## config.mk

```make
export PLATFORM = sky130hd
export DESIGN_NAME = pdi_regs_top
export DESIGN_NICKNAME = d
export VERILOG_FILES = /design/src/design/pdi_pkg.sv /design/src/design/pdi_sync.sv /design/src/design/pdi_regs_top.sv
export SDC_FILE = /design/constraint.sdc
export NUM_CORES = 1
export LEC_CHECK = 0
export BUFFER_PORTS_ARGS = -buffer_cell sky130_fd_sc_hd__buf_4
export CAP_MARGIN = 20
export CORE_UTILIZATION = 26
export CTS_BUF_LIST = sky130_fd_sc_hd__clkbuf_4
export DETAILED_ROUTE_END_ITERATION = 16
export GPL_TIMING_DRIVEN = 1
export PLACE_DENSITY = 0.41
export SYNTH_ARGS = -nofsm -noshare
export SYNTH_HDL_FRONTEND = slang
export SYNTH_SLANG_ARGS = --single-unit
```

## constraint.sdc

```tcl
create_clock -name i_clk -period 4.05 [get_ports i_clk]
set_input_delay 1.0125 -clock i_clk [delete_from_list [all_inputs] [get_ports i_clk]]
set_output_delay 1.0125 -clock i_clk [all_outputs]
set_load 0.01 [all_outputs]
```

## src/design/pdi_pkg.sv

```systemverilog
// constants and decode functions shared by the disconnect interrupt register block
package pdi_pkg;
	// register addresses on the ulpi register path
	localparam logic [5:0] ADR_OTG = 6'h0a;
	localparam logic [5:0] ADR_RISE = 6'h0d;
	localparam logic [5:0] ADR_FALL = 6'h10;
	localparam logic [5:0] ADR_STATUS = 6'h13;
	localparam logic [5:0] ADR_LATCH = 6'h14;
	localparam logic [5:0] ADR_DEBUG = 6'h15;
	localparam logic [5:0] ADR_SCRATCH = 6'h16;
	// offsets within a write/set/clear group
	localparam logic [5:0] OFS_SET = 6'h01;
	localparam logic [5:0] OFS_CLR = 6'h02;
	// field positions
	localparam int BIT_DISC = 0;
	localparam int BIT_PLUS_PD = 1;
	localparam int BIT_MINUS_PD = 2;
	// implemented-bit masks
	localparam logic [7:0] MSK_EN = 8'h01;
	localparam logic [7:0] MSK_OTG = 8'h06;
	localparam logic [7:0] MSK_SCRATCH = 8'hff;
	// values after reset
	localparam logic [7:0] RST_RISE = 8'h01;
	localparam logic [7:0] RST_FALL = 8'h01;
	localparam logic [7:0] RST_OTG = 8'h06;
	localparam logic [7:0] RST_SCRATCH = 8'h00;
	localparam logic [7:0] RST_LATCH = 8'h00;
	// transmit command codes in data[7:6]
	localparam logic [1:0] CMD_REG_WRITE = 2'h2;
	localparam logic [1:0] CMD_REG_READ = 2'h3;
	// width of the pin synchroniser bundle
	localparam int SYNC_W = 13;

	// true when adr falls in the three-address group starting at base
	function automatic logic pdi_in_group(input logic [5:0] adr, input logic [5:0] base);
		return (adr >= base) && (adr <= base + OFS_CLR);
	endfunction : pdi_in_group

	// next value of a write/set/clear register for one committed write
	function automatic logic [7:0] pdi_apply(input logic [7:0] cur, input logic [7:0] wd,
		input logic [5:0] adr, input logic [5:0] base, input logic [7:0] msk);
		logic [7:0] res;
		res = cur;
		if (adr == base) begin
			res = wd & msk;
		end else if (adr == base + OFS_SET) begin
			res = (cur | wd) & msk;
		end else if (adr == base + OFS_CLR) begin
			res = cur & ~wd & msk;
		end
		return res;
	endfunction : pdi_apply
endpackage : pdi_pkg

```

## src/design/pdi_sync.sv

```systemverilog
// two-flop synchroniser bank for pins arriving from outside the clock domain
module pdi_sync #(
	parameter int W = 1
) (
	input wire logic i_clk,
	input wire logic i_rst,
	input wire logic [W-1:0] i_d,
	output logic [W-1:0] o_q
);
	logic [W-1:0] meta_r;

	// first stage feeds only the second stage
	genvar g;
	generate
		for (g = 0; g < W; g++) begin : g_bit
			always_ff @(posedge i_clk) begin
				if (i_rst) begin
					meta_r[g] <= 1'b0;
					o_q[g] <= 1'b0;
				end else begin
					meta_r[g] <= i_d[g];
					o_q[g] <= meta_r[g];
				end
			end
		end
	endgenerate
endmodule : pdi_sync

```

## src/design/pdi_regs_top.sv

```systemverilog
// disconnect interrupt, debug and scratch registers behind a ulpi register port
module pdi_regs_top
	import pdi_pkg::*;
(
	input wire logic i_clk,
	input wire logic i_rst,
	input wire logic i_ulpi_clk,
	input wire logic [7:0] i_ulpi_data,
	input wire logic i_ulpi_stp,
	input wire logic i_host_disconnect,
	input wire logic i_line_level_bit_low,
	input wire logic i_line_level_bit_high,
	output logic o_ulpi_dir,
	output logic o_ulpi_nxt,
	output logic [7:0] o_ulpi_data,
	output logic o_ulpi_data_oe,
	output logic o_plus_line_pulldown_en,
	output logic o_minus_line_pulldown_en,
	output logic o_disc_event
);
	typedef enum logic [2:0] {
		ST_IDLE,
		ST_W_DATA,
		ST_W_STOP,
		ST_R_TURN,
		ST_R_DATA,
		ST_R_END
	} pdi_state_t;

	pdi_state_t state_r, state_nxt;
	logic [SYNC_W-1:0] sync_q;
	logic lk_s, stp_s, hd_s, ls0_s, ls1_s;
	logic [7:0] dat_s;
	logic lk_d_r, hd_d_r;
	logic [5:0] adr_r;
	logic [7:0] wdat_r;
	logic [7:0] rise_r, fall_r, otg_r, scratch_r, latch_r;
	logic [7:0] rise_nxt, fall_nxt, otg_nxt, scratch_nxt, latch_nxt;

	// every pin, the link clock included, is brought in through two flops
	pdi_sync #(
		.W(SYNC_W)
	) u_sync (
		.i_clk(i_clk),
		.i_rst(i_rst),
		.i_d({i_ulpi_clk, i_ulpi_stp, i_ulpi_data, i_host_disconnect,
			i_line_level_bit_high, i_line_level_bit_low}),
		.o_q(sync_q)
	);

	// unpack the synchronised bundle
	assign lk_s = sync_q[12];
	assign stp_s = sync_q[11];
	assign dat_s = sync_q[10:3];
	assign hd_s = sync_q[2];
	assign ls1_s = sync_q[1];
	assign ls0_s = sync_q[0];

	// link clock rising edge; data is sampled on it since both took equal delay
	wire lk_rise = lk_s & ~lk_d_r;

	// host mode needs both pulldowns enabled
	wire host_mode = otg_r[BIT_PLUS_PD] & otg_r[BIT_MINUS_PD];
	wire hd_rise = hd_s & ~hd_d_r;
	wire hd_fall = ~hd_s & hd_d_r;
	wire rise_ev = host_mode & rise_r[BIT_DISC] & hd_rise;
	wire fall_ev = host_mode & fall_r[BIT_DISC] & hd_fall;
	wire disc_ev = rise_ev | fall_ev;

	// command decode on an idle link edge
	wire cmd_wr = (dat_s[7:6] == CMD_REG_WRITE);
	wire cmd_rd = (dat_s[7:6] == CMD_REG_READ);

	// a write commits when the link raises stop after the data byte
	wire wr_fire = lk_rise & (state_r == ST_W_STOP) & stp_s;
	// a read takes effect in the cycle its byte is put on the bus
	wire rd_fire = lk_rise & (state_r == ST_R_TURN);
	wire rd_latch = rd_fire & (adr_r == ADR_LATCH);

	// read data selection; unmapped addresses read zero
	wire sel_otg = pdi_in_group(adr_r, ADR_OTG);
	wire sel_rise = pdi_in_group(adr_r, ADR_RISE);
	wire sel_fall = pdi_in_group(adr_r, ADR_FALL);
	wire sel_scr = pdi_in_group(adr_r, ADR_SCRATCH);
	wire [7:0] status_val = {7'h00, hd_s};
	wire [7:0] debug_val = {6'h00, ls1_s, ls0_s};
	wire [7:0] rd_val = sel_otg ? otg_r :
		sel_rise ? rise_r :
		sel_fall ? fall_r :
		sel_scr ? scratch_r :
		(adr_r == ADR_STATUS) ? status_val :
		(adr_r == ADR_LATCH) ? latch_r :
		(adr_r == ADR_DEBUG) ? debug_val : 8'h00;

	// register write paths; status, latch and debug addresses have no write path
	assign otg_nxt = wr_fire ? pdi_apply(otg_r, wdat_r, adr_r, ADR_OTG, MSK_OTG) : otg_r;
	assign rise_nxt = wr_fire ? pdi_apply(rise_r, wdat_r, adr_r, ADR_RISE, MSK_EN) : rise_r;
	assign fall_nxt = wr_fire ? pdi_apply(fall_r, wdat_r, adr_r, ADR_FALL, MSK_EN) : fall_r;
	// scratch reaches nothing but its own read path
	assign scratch_nxt = wr_fire ?
		pdi_apply(scratch_r, wdat_r, adr_r, ADR_SCRATCH, MSK_SCRATCH) : scratch_r;
	// an event in the clearing read cycle survives: set wins over clear
	assign latch_nxt = {7'h00, (latch_r[BIT_DISC] & ~rd_latch) | disc_ev};

	// link protocol sequencing, advanced only on link clock edges
	always_comb begin
		state_nxt = state_r;
		if (lk_rise) begin
			case (state_r)
				ST_IDLE: begin
					if (cmd_wr) begin
						state_nxt = ST_W_DATA;
					end else if (cmd_rd) begin
						state_nxt = ST_R_TURN;
					end
				end
				ST_W_DATA: state_nxt = stp_s ? ST_IDLE : ST_W_STOP;
				ST_W_STOP: state_nxt = stp_s ? ST_IDLE : ST_W_STOP;
				ST_R_TURN: state_nxt = ST_R_DATA;
				ST_R_DATA: state_nxt = ST_R_END;
				ST_R_END: state_nxt = ST_IDLE;
				default: state_nxt = ST_IDLE;
			endcase
		end
	end

	// state and edge history
	always_ff @(posedge i_clk) begin
		if (i_rst) begin
			state_r <= ST_IDLE;
			lk_d_r <= 1'b0;
			hd_d_r <= 1'b0;
		end else begin
			state_r <= state_nxt;
			lk_d_r <= lk_s;
			hd_d_r <= hd_s;
		end
	end

	// captured address and write byte
	always_ff @(posedge i_clk) begin
		if (i_rst) begin
			adr_r <= 6'h00;
			wdat_r <= 8'h00;
		end else if (lk_rise && state_r == ST_IDLE && (cmd_wr || cmd_rd)) begin
			adr_r <= dat_s[5:0];
		end else if (lk_rise && state_r == ST_W_DATA) begin
			wdat_r <= dat_s;
		end
	end

	// register file
	always_ff @(posedge i_clk) begin
		if (i_rst) begin
			otg_r <= RST_OTG;
			rise_r <= RST_RISE;
			fall_r <= RST_FALL;
			scratch_r <= RST_SCRATCH;
			latch_r <= RST_LATCH;
		end else begin
			otg_r <= otg_nxt;
			rise_r <= rise_nxt;
			fall_r <= fall_nxt;
			scratch_r <= scratch_nxt;
			latch_r <= latch_nxt;
		end
	end

	// ulpi outputs; nxt acknowledges the command byte of a write or of a read
	always_ff @(posedge i_clk) begin
		if (i_rst) begin
			o_ulpi_dir <= 1'b0;
			o_ulpi_nxt <= 1'b0;
			o_ulpi_data <= 8'h00;
			o_ulpi_data_oe <= 1'b0;
		end else if (lk_rise) begin
			o_ulpi_nxt <= (state_nxt == ST_W_DATA) || (state_nxt == ST_R_TURN);
			// dir rises with the read byte and stays up one undriven period after it
			o_ulpi_dir <= (state_nxt == ST_R_DATA) || (state_nxt == ST_R_END);
			o_ulpi_data_oe <= (state_nxt == ST_R_DATA);
			o_ulpi_data <= (state_nxt == ST_R_DATA) ? rd_val : 8'h00;
		end
	end

	// side outputs straight from flops
	always_ff @(posedge i_clk) begin
		if (i_rst) begin
			o_plus_line_pulldown_en <= RST_OTG[BIT_PLUS_PD];
			o_minus_line_pulldown_en <= RST_OTG[BIT_MINUS_PD];
			o_disc_event <= 1'b0;
		end else begin
			o_plus_line_pulldown_en <= otg_r[BIT_PLUS_PD];
			o_minus_line_pulldown_en <= otg_r[BIT_MINUS_PD];
			o_disc_event <= disc_ev;
		end
	end

	// enabled rising edge in host mode must set the latch
	a_latch_rise_set: assert property (@(posedge i_clk) disable iff (i_rst)
		(host_mode && rise_r[BIT_DISC] && hd_s && !hd_d_r) |=> latch_r[BIT_DISC])
		else $error("enabled rising disconnect edge did not set latch");

	a_latch_fall_set: assert property (@(posedge i_clk) disable iff (i_rst)
		(host_mode && fall_r[BIT_DISC] && !hd_s && hd_d_r) |=> latch_r[BIT_DISC])
		else $error("enabled falling disconnect edge did not set latch");

	a_event_host_only: assert property (@(posedge i_clk) disable iff (i_rst)
		!(otg_r[BIT_PLUS_PD] && otg_r[BIT_MINUS_PD]) |=> !o_disc_event)
		else $error("disconnect event outside host mode");

	a_latch_masked: assert property (@(posedge i_clk) disable iff (i_rst)
		(!latch_r[BIT_DISC] && !(rise_r[BIT_DISC] && hd_s && !hd_d_r)
		&& !(fall_r[BIT_DISC] && !hd_s && hd_d_r)) |=> !latch_r[BIT_DISC])
		else $error("latch set without an enabled edge");

	a_latch_read_clr: assert property (@(posedge i_clk) disable iff (i_rst)
		(rd_fire && adr_r == ADR_LATCH && !(hd_s ^ hd_d_r)) |=> !latch_r[BIT_DISC])
		else $error("latch not cleared by read");

	a_rise_set_write: assert property (@(posedge i_clk) disable iff (i_rst)
		(wr_fire && adr_r == ADR_RISE + OFS_SET) |=>
		rise_r[BIT_DISC] == ($past(rise_r[BIT_DISC]) | $past(wdat_r[BIT_DISC])))
		else $error("rise enable set access wrong");

	a_fall_clr_write: assert property (@(posedge i_clk) disable iff (i_rst)
		(wr_fire && adr_r == ADR_FALL + OFS_CLR) |=>
		fall_r[BIT_DISC] == ($past(fall_r[BIT_DISC]) & ~$past(wdat_r[BIT_DISC])))
		else $error("fall enable clear access wrong");

	a_debug_upper_zero: assert property (@(posedge i_clk) disable iff (i_rst)
		(rd_fire && adr_r == ADR_DEBUG) |=> (o_ulpi_data[7:2] == 6'h00 && o_ulpi_data_oe))
		else $error("debug read upper bits not zero");

	a_scratch_isolated: assert property (@(posedge i_clk) disable iff (i_rst)
		(wr_fire && pdi_in_group(adr_r, ADR_SCRATCH)) |=>
		($stable(rise_r) && $stable(fall_r) && $stable(otg_r)))
		else $error("scratch write disturbed another register");

	a_status_no_write: assert property (@(posedge i_clk) disable iff (i_rst)
		(wr_fire && adr_r == ADR_STATUS) |=>
		($stable(rise_r) && $stable(fall_r) && $stable(otg_r) && $stable(scratch_r)))
		else $error("status write changed state");

	a_read_turnaround: assert property (@(posedge i_clk) disable iff (i_rst)
		(lk_rise && state_r == ST_IDLE && cmd_rd) |-> ##[1:40] o_ulpi_data_oe)
		else $error("read byte not driven in time");

	a_oe_needs_dir: assert property (@(posedge i_clk) disable iff (i_rst)
		o_ulpi_data_oe |-> o_ulpi_dir)
		else $error("data driven without dir");

	// scratch plain, set and clear writes land exactly as addressed
	a_scratch_plain_wr: assert property (@(posedge i_clk) disable iff (i_rst)
		(wr_fire && adr_r == ADR_SCRATCH) |=> scratch_r == $past(wdat_r))
		else $error("scratch plain write wrong");

	a_scratch_set_wr: assert property (@(posedge i_clk) disable iff (i_rst)
		(wr_fire && adr_r == ADR_SCRATCH + OFS_SET) |=>
		scratch_r == ($past(scratch_r) | $past(wdat_r)))
		else $error("scratch set write wrong");

	a_scratch_clr_wr: assert property (@(posedge i_clk) disable iff (i_rst)
		(wr_fire && adr_r == ADR_SCRATCH + OFS_CLR) |=>
		scratch_r == ($past(scratch_r) & ~$past(wdat_r)))
		else $error("scratch clear write wrong");

	// enable groups keep only their one implemented bit
	a_rise_plain_wr: assert property (@(posedge i_clk) disable iff (i_rst)
		(wr_fire && adr_r == ADR_RISE) |=> rise_r == ($past(wdat_r) & MSK_EN))
		else $error("rise enable plain write wrong");

	a_rise_clr_wr: assert property (@(posedge i_clk) disable iff (i_rst)
		(wr_fire && adr_r == ADR_RISE + OFS_CLR) |=>
		rise_r[BIT_DISC] == ($past(rise_r[BIT_DISC]) & ~$past(wdat_r[BIT_DISC])))
		else $error("rise enable clear access wrong");

	a_fall_plain_wr: assert property (@(posedge i_clk) disable iff (i_rst)
		(wr_fire && adr_r == ADR_FALL) |=> fall_r == ($past(wdat_r) & MSK_EN))
		else $error("fall enable plain write wrong");

	a_fall_set_wr: assert property (@(posedge i_clk) disable iff (i_rst)
		(wr_fire && adr_r == ADR_FALL + OFS_SET) |=>
		fall_r[BIT_DISC] == ($past(fall_r[BIT_DISC]) | $past(wdat_r[BIT_DISC])))
		else $error("fall enable set access wrong");

	// the control register holds nothing but the two pulldown bits
	a_otg_plain_wr: assert property (@(posedge i_clk) disable iff (i_rst)
		(wr_fire && adr_r == ADR_OTG) |=> otg_r == ($past(wdat_r) & MSK_OTG))
		else $error("control plain write wrong");

	a_pulldown_follow: assert property (@(posedge i_clk) disable iff (i_rst)
		(o_plus_line_pulldown_en == $past(otg_r[BIT_PLUS_PD]))
		&& (o_minus_line_pulldown_en == $past(otg_r[BIT_MINUS_PD])))
		else $error("pulldown outputs do not follow control bits");

	// read bytes carry the values seen in the read cycle itself
	a_status_read_val: assert property (@(posedge i_clk) disable iff (i_rst)
		(rd_fire && adr_r == ADR_STATUS) |=> o_ulpi_data == {7'h00, $past(hd_s)})
		else $error("status read byte wrong");

	a_debug_read_live: assert property (@(posedge i_clk) disable iff (i_rst)
		(rd_fire && adr_r == ADR_DEBUG) |=> o_ulpi_data[1:0] == {$past(ls1_s), $past(ls0_s)})
		else $error("debug read not the live line state");

	a_latch_read_val: assert property (@(posedge i_clk) disable iff (i_rst)
		(rd_fire && adr_r == ADR_LATCH) |=> o_ulpi_data == $past(latch_r))
		else $error("latch read byte wrong");

	a_latch_upper_zero: assert property (@(posedge i_clk) disable iff (i_rst)
		latch_r[7:1] == 7'h00)
		else $error("latch upper bits not zero");
endmodule : pdi_regs_top

```

* Yosys cells after proc, flatten, opt, wreduce, memory -nomap -nowiden *
Cells that the tools add are included.

word-level totals
  register bits = 99
  input bits = 15
  output and inout bits = 14
  logic and storage cells = 152

operators by class
  bitwise gates (word level) = 29
  equal/unequal tests = 25
  reductions and logical operators = 21
  mux-type cells = 25
  magnitude comparators = 8

operator list
  kind                  number
  $mux W8               19
  $eq A6 B5 Y1 const B  9
  $eq A6 B4 Y1 const B  6
  $and A1 B1 Y1         15
  $ge A6 B4 Y1 const B  2
  $ge A6 B5 Y1 const B  2
  $le A6 B4 Y1 const B  2
  $le A6 B5 Y1 const B  2
  $pmux W3 S4           1
  $reduce_bool A3 Y1    4
  $reduce_and A2 Y1     5
  $eq A3 B2 Y1 const B  3
  $eq A3 B3 Y1 const B  3
  $mux W3               3
  $and A8 B8 Y8         1
  $not A8 Y8            1
  $or A8 B8 Y8          1
  $logic_and A1 B1 Y1   7
  $eq A3 B1 Y1 const B  2
  $not A1 Y1            5
  $eq A2 B2 Y1 const B  2
  $mux W2               2
  $or A1 B1 Y1          4
  $and A3 B3 Y3         1
  other kinds (4)       6

* Logic depth before layout (Yosys ltp) *
  depth in word-level cells = 9
  mapped depth = 6
  depth with buffers taken out = 4

* By module *
A second synthesis with hierarchy kept.

second synthesis, totals
  cell total of the unflattened synthesis = 257
  area, all modules = 2717.6 µm²

by module, submodules not included
  module        cells an instance  seq. area each (µm²)  area each (µm²)  instances
  pdi_regs_top  203                920.9                 2016.9           1
  pdi_sync      54                 520.5                 700.7            1

* Worst setup path before layout *
Ideal clock, no wire load.

  kind = register to register
  start point = reg adr_r[1]
  end point = reg with a tool-made name
  arrival time = 1.678 ns
  setup time = 0.117 ns
  data required time = 3.933 ns
  cell stages (with the launch flop) = 5
  period minus slack after synthesis = 1.795 ns
  slack = 2.255 ns
  buffers on the path = 0
  cell sequence = dfxtp_1 > or4b_4 > a2111oi_4 > o21ai_1 > a32o_2

RTL lines
  item                    RTL line             RTL
  from (decl)             pdi_regs_top.sv:35   logic [5:0] adr_r;
  from (signal assigned)  pdi_regs_top.sv:146  adr_r <= dat_s[5:0];

==> results list <==
* Overall routed net length: 6060 um
* Critical path cell sequence: buf_4 -> inv_1 -> and3_1 -> a41oi_1 -> o31ai_1
- Summing over every cut layer, the via total after detailed routing is about 2,000.
* Max clock buf depth: 2
* Placed instance count: 412
- Number of global-route vias before repair: 1,927
* Worst ir drop on vdd: roughly 0.00016 V
- After synthesis the cells add up to 2720 um^2.
* CTS tree: done
- The share of the Yosys chip area taken by registers is 53.0%.
* Source-to-sink clock delay at the later pin of the worst-skew pair: 0.40 ns
- Critical Path RT: 4.35 ns
- Number of gates resized after CTS: 0
- Most Used Layer, Global Route: met2
- Together, buffers and inverters on the worst path number 2.
* Adder-Cell Fraction of Synth Area: 0%
- The initialized floorplan defines 36 standard-cell rows.
- Measured along the y axis, the die boundary spans 104 um.
- Entering global routing, the biggest net connects 62 pins.
- Of the total synthesized cell area, the portion taken by AND, OR, NAND and NOR gates is 21.6%.
- Hold Slack: 0.444 ns
- # hold bufs at CTS: 0
- The repair_antennas step left the layout with diodes totalling 0.
- Of all nets on the critical path, the largest fanout is 61.
- Commonest register cell after synthesis: dfxtp_1
- Synthesis inferred 72 register bits.
* Register-to-register path setup slack: 1.90 ns
- The wire-length estimate of the detail-placed layout is 4070 um.
- Multiplexer fraction of the synthesized cell area: 5.52%
- Fraction of layout cells with a size suffix above 1: 20.1%
- Final-stage net count: 305
- Clock skew after layout: between 0.01 and 0.015 ns
- In the global route stage, met1 resource usage came out at between 10% and 20%.
- Floorplan core area: 9950 um^2
* Switching power summed over all nets: 268 uW
- For met3 alone, demand over resource in global routing was about 4.2%.
* Count of TritonRoute iterations in the first routing pass: 4
* Post-layout power: 1.21 mW
- Post-Synth XOR/XNOR Area: 0.322%
- Count of final setup violators: 0
- In this run, distinct cell masters in the synthesized netlist total 46.
- Static timing analysis puts the maximum clock frequency at 461 MHz.
- Areal power density over the cells: 381 nW/um^2
* Number of buffers inserted by post-CTS setup repair: 0
- Wire length of the first global-routing pass: 10,100 um
- For this run the aggregate overflow at the end of global routing stands at 0.
* Synth Area in Compound Gates: 16.9%
- Wire per inst: 14.2 um
- Outcome: finished clean
- Die Area: between 10,000 and 15,000 um^2
- Post-synth EDFFs: 0
* Startpoint types: input pin
* Measured slew at the worst slew-check pin: around 0.9 ns
- Synthesis handed over a netlist of 265 instances.
* Total number of clock tree sinks: 72
- Net count after synthesis: 280
- Across the run, the number of max-cap violations was 0.
- The count of buffers added on input and output ports is 28.
- Clock-pin slew was measured on the worst setup and hold paths at 0.11 ns.
- By startpoint and endpoint, the worst setup path is classified as in -> reg.
- Final Cycle Share: 53.5%
* Max-slew violation total from the final report: 0
- Clock root buffer: clkbuf_4
- Setup slack after placement: 1.43 ns
- Worst max-slew margin expressed relative to the limit: 39.1%
- After detailed placement, the total cell area comes to 3040 um^2.
* Number of CTS-inserted buffers: 9
* Internal power contribution: 939 uW
* Gp weighted congestion: 0.760
- Element type at the critical path end: flip-flop
- Summed over all cells, the static leakage comes to 1.24 nW.
* Number of synthesis warnings: 0
- Vias/cell: about 4.7
* Die outline width: 104 um
* Average size of a mapped cell: 10.3 um^2
* Total track usage: 12.0%
- Setup slack closes at about 1.9 ns.
- The slowest stage of the critical path belongs to the cell buf_4.
* Switch share: 22.2%
* Max incr delay on CP: about 0.5 ns
* Starting density of the core: 27.3%
- Final core utilization: 31.8%
- Of the total power, registers draw approximately three fifths.
- For this run, asynchronously set or reset flops after synthesis account for 0%.
* Combinational family with the most area after synthesis: simple AND/OR/NAND/NOR gates
- The finished cells cover between 3000 and 4000 um^2.
- Clock group share of total power: 36.1%
- I/O pin count: 29
* Data arrival time of the critical path: around 2.5 ns
- Path class of the lowest-slack min-delay path: reg -> reg
- Delay-heaviest family, CP: buffers and inverters
- The number of endpoints with negative hold slack in the final report is 0.
* Setup TNS Final: 0 ns
- Setup repair after global routing missed its margin: false
- Share of total power in combinational logic: 3.5%
* Final Instance Count excl. Fillers: around 430
- The worst path in the final design needs a cycle of 2.17 ns, including I/O delays and setup.
* Post-route DRC: 0
- Number of antenna violations at the first check in global routing: 0
- Global routing consumed, on the met2 layer, between 10% and 20% of the routing resources.
- Count of H-tree levels built during CTS: 3
* Area grow syn2layout: 16.6%
* Iteration-0 DRC Markers: 80
- The detail route stage leaves a number of antenna-violating nets equal to 0.
logic make-up after synthesis:
logic type      count (synthesis)
buf+inv                        18
compound gates                 56
xor+xnor                        1
simple gates                  103
mux                            15
flops                          72
area by class of cell:
type                       instances  area [um^2]
multi-input combinational        175         1210
sequential                        72         1440
tap                              133          166
timing repair buffer              28          210
clock inverter                     4         46.3
inverter                           4         15.0
clock buffer                      11         82.6
fill                            1055         6790
layer usage:
layer	vias to the layer above	part of all wire, %
met5	-	0
met4	0	1.8
met3	9	4.3
met2	50	43
met1	938	50
li1	1003	-
cell usage in the layout (no fill, tap or decap), types with 4 or more instances in the layout:
cell | netlist | final
o21ai_1 | 8 | 8
nor3_1 | 6 | 6
nand3_1 | 5 | 5
dfxtp_1 | 72 | 72
clkbuf_4 | 0 | 11
nand3b_1 | 4 | 4
a22oi_1 | 7 | 7
a21oi_1 | 9 | 9
a32o_2 | 8 | 8
inv_1 | 4 | 4
nor2_1 | 28 | 28
buf_4 | 0 | 28
nor2b_1 | 30 | 30
nand2_1 | 7 | 7
mux2i_1 | 15 | 15
worst paths after layout:
| check | start | end | depth (start not counted) |
|---|---|---|---|
| min reg2reg | u_sync.meta_r[5]$_SDFF_PP0_ | u_sync.o_q[5]$_SDFF_PP0_ | 1 |
| max reg2reg | adr_r[1]$_SDFFE_PP0P_ | flip-flop | 4 |
| min | u_sync.meta_r[5]$_SDFF_PP0_ | u_sync.o_q[5]$_SDFF_PP0_ | 1 |
| max | i_rst | o_ulpi_data[0]$_SDFFE_PP0P_ | 5 |
Yosys cell counts (all sizes together) (2+ instances only):
cell,count,area (um^2)
a32oi,2,17.5
inv,4,15.0
a2111oi,2,55.1
nand2b,3,18.8
nor4b,2,17.5
nand3b,4,30.0
nor2,28,105
a22oi,7,52.6
clkbuf,9,33.8
a211oi,2,15.0
or2,3,18.8
nor2b,30,188
nor3b,3,27.5
o21ai,11,55.1
o211ai,3,22.5
and3,2,12.5
nor3,6,30.0
buf,5,21.3
mux2i,15,150
dfxtp,72,1440
nand2,7,26.3
and4,2,17.5
or3b,3,26.3
nand3,5,25.0
a21oi,9,45.0
a32o,11,120
power groups by stage:
stage	clock, mW	combinational (mW)	sequential (mW)
2_1_floorplan	0	0.0259	0.743
3_5_place_dp	0	0.0435	0.745
6_report	0.436	0.0425	0.729
4_1_cts	0.459	0.0436	0.729
5_1_grt	0.492	0.0479	0.731
3_3_place_gp	0	0.0432	0.745
(Power assumes the default switching activity.)
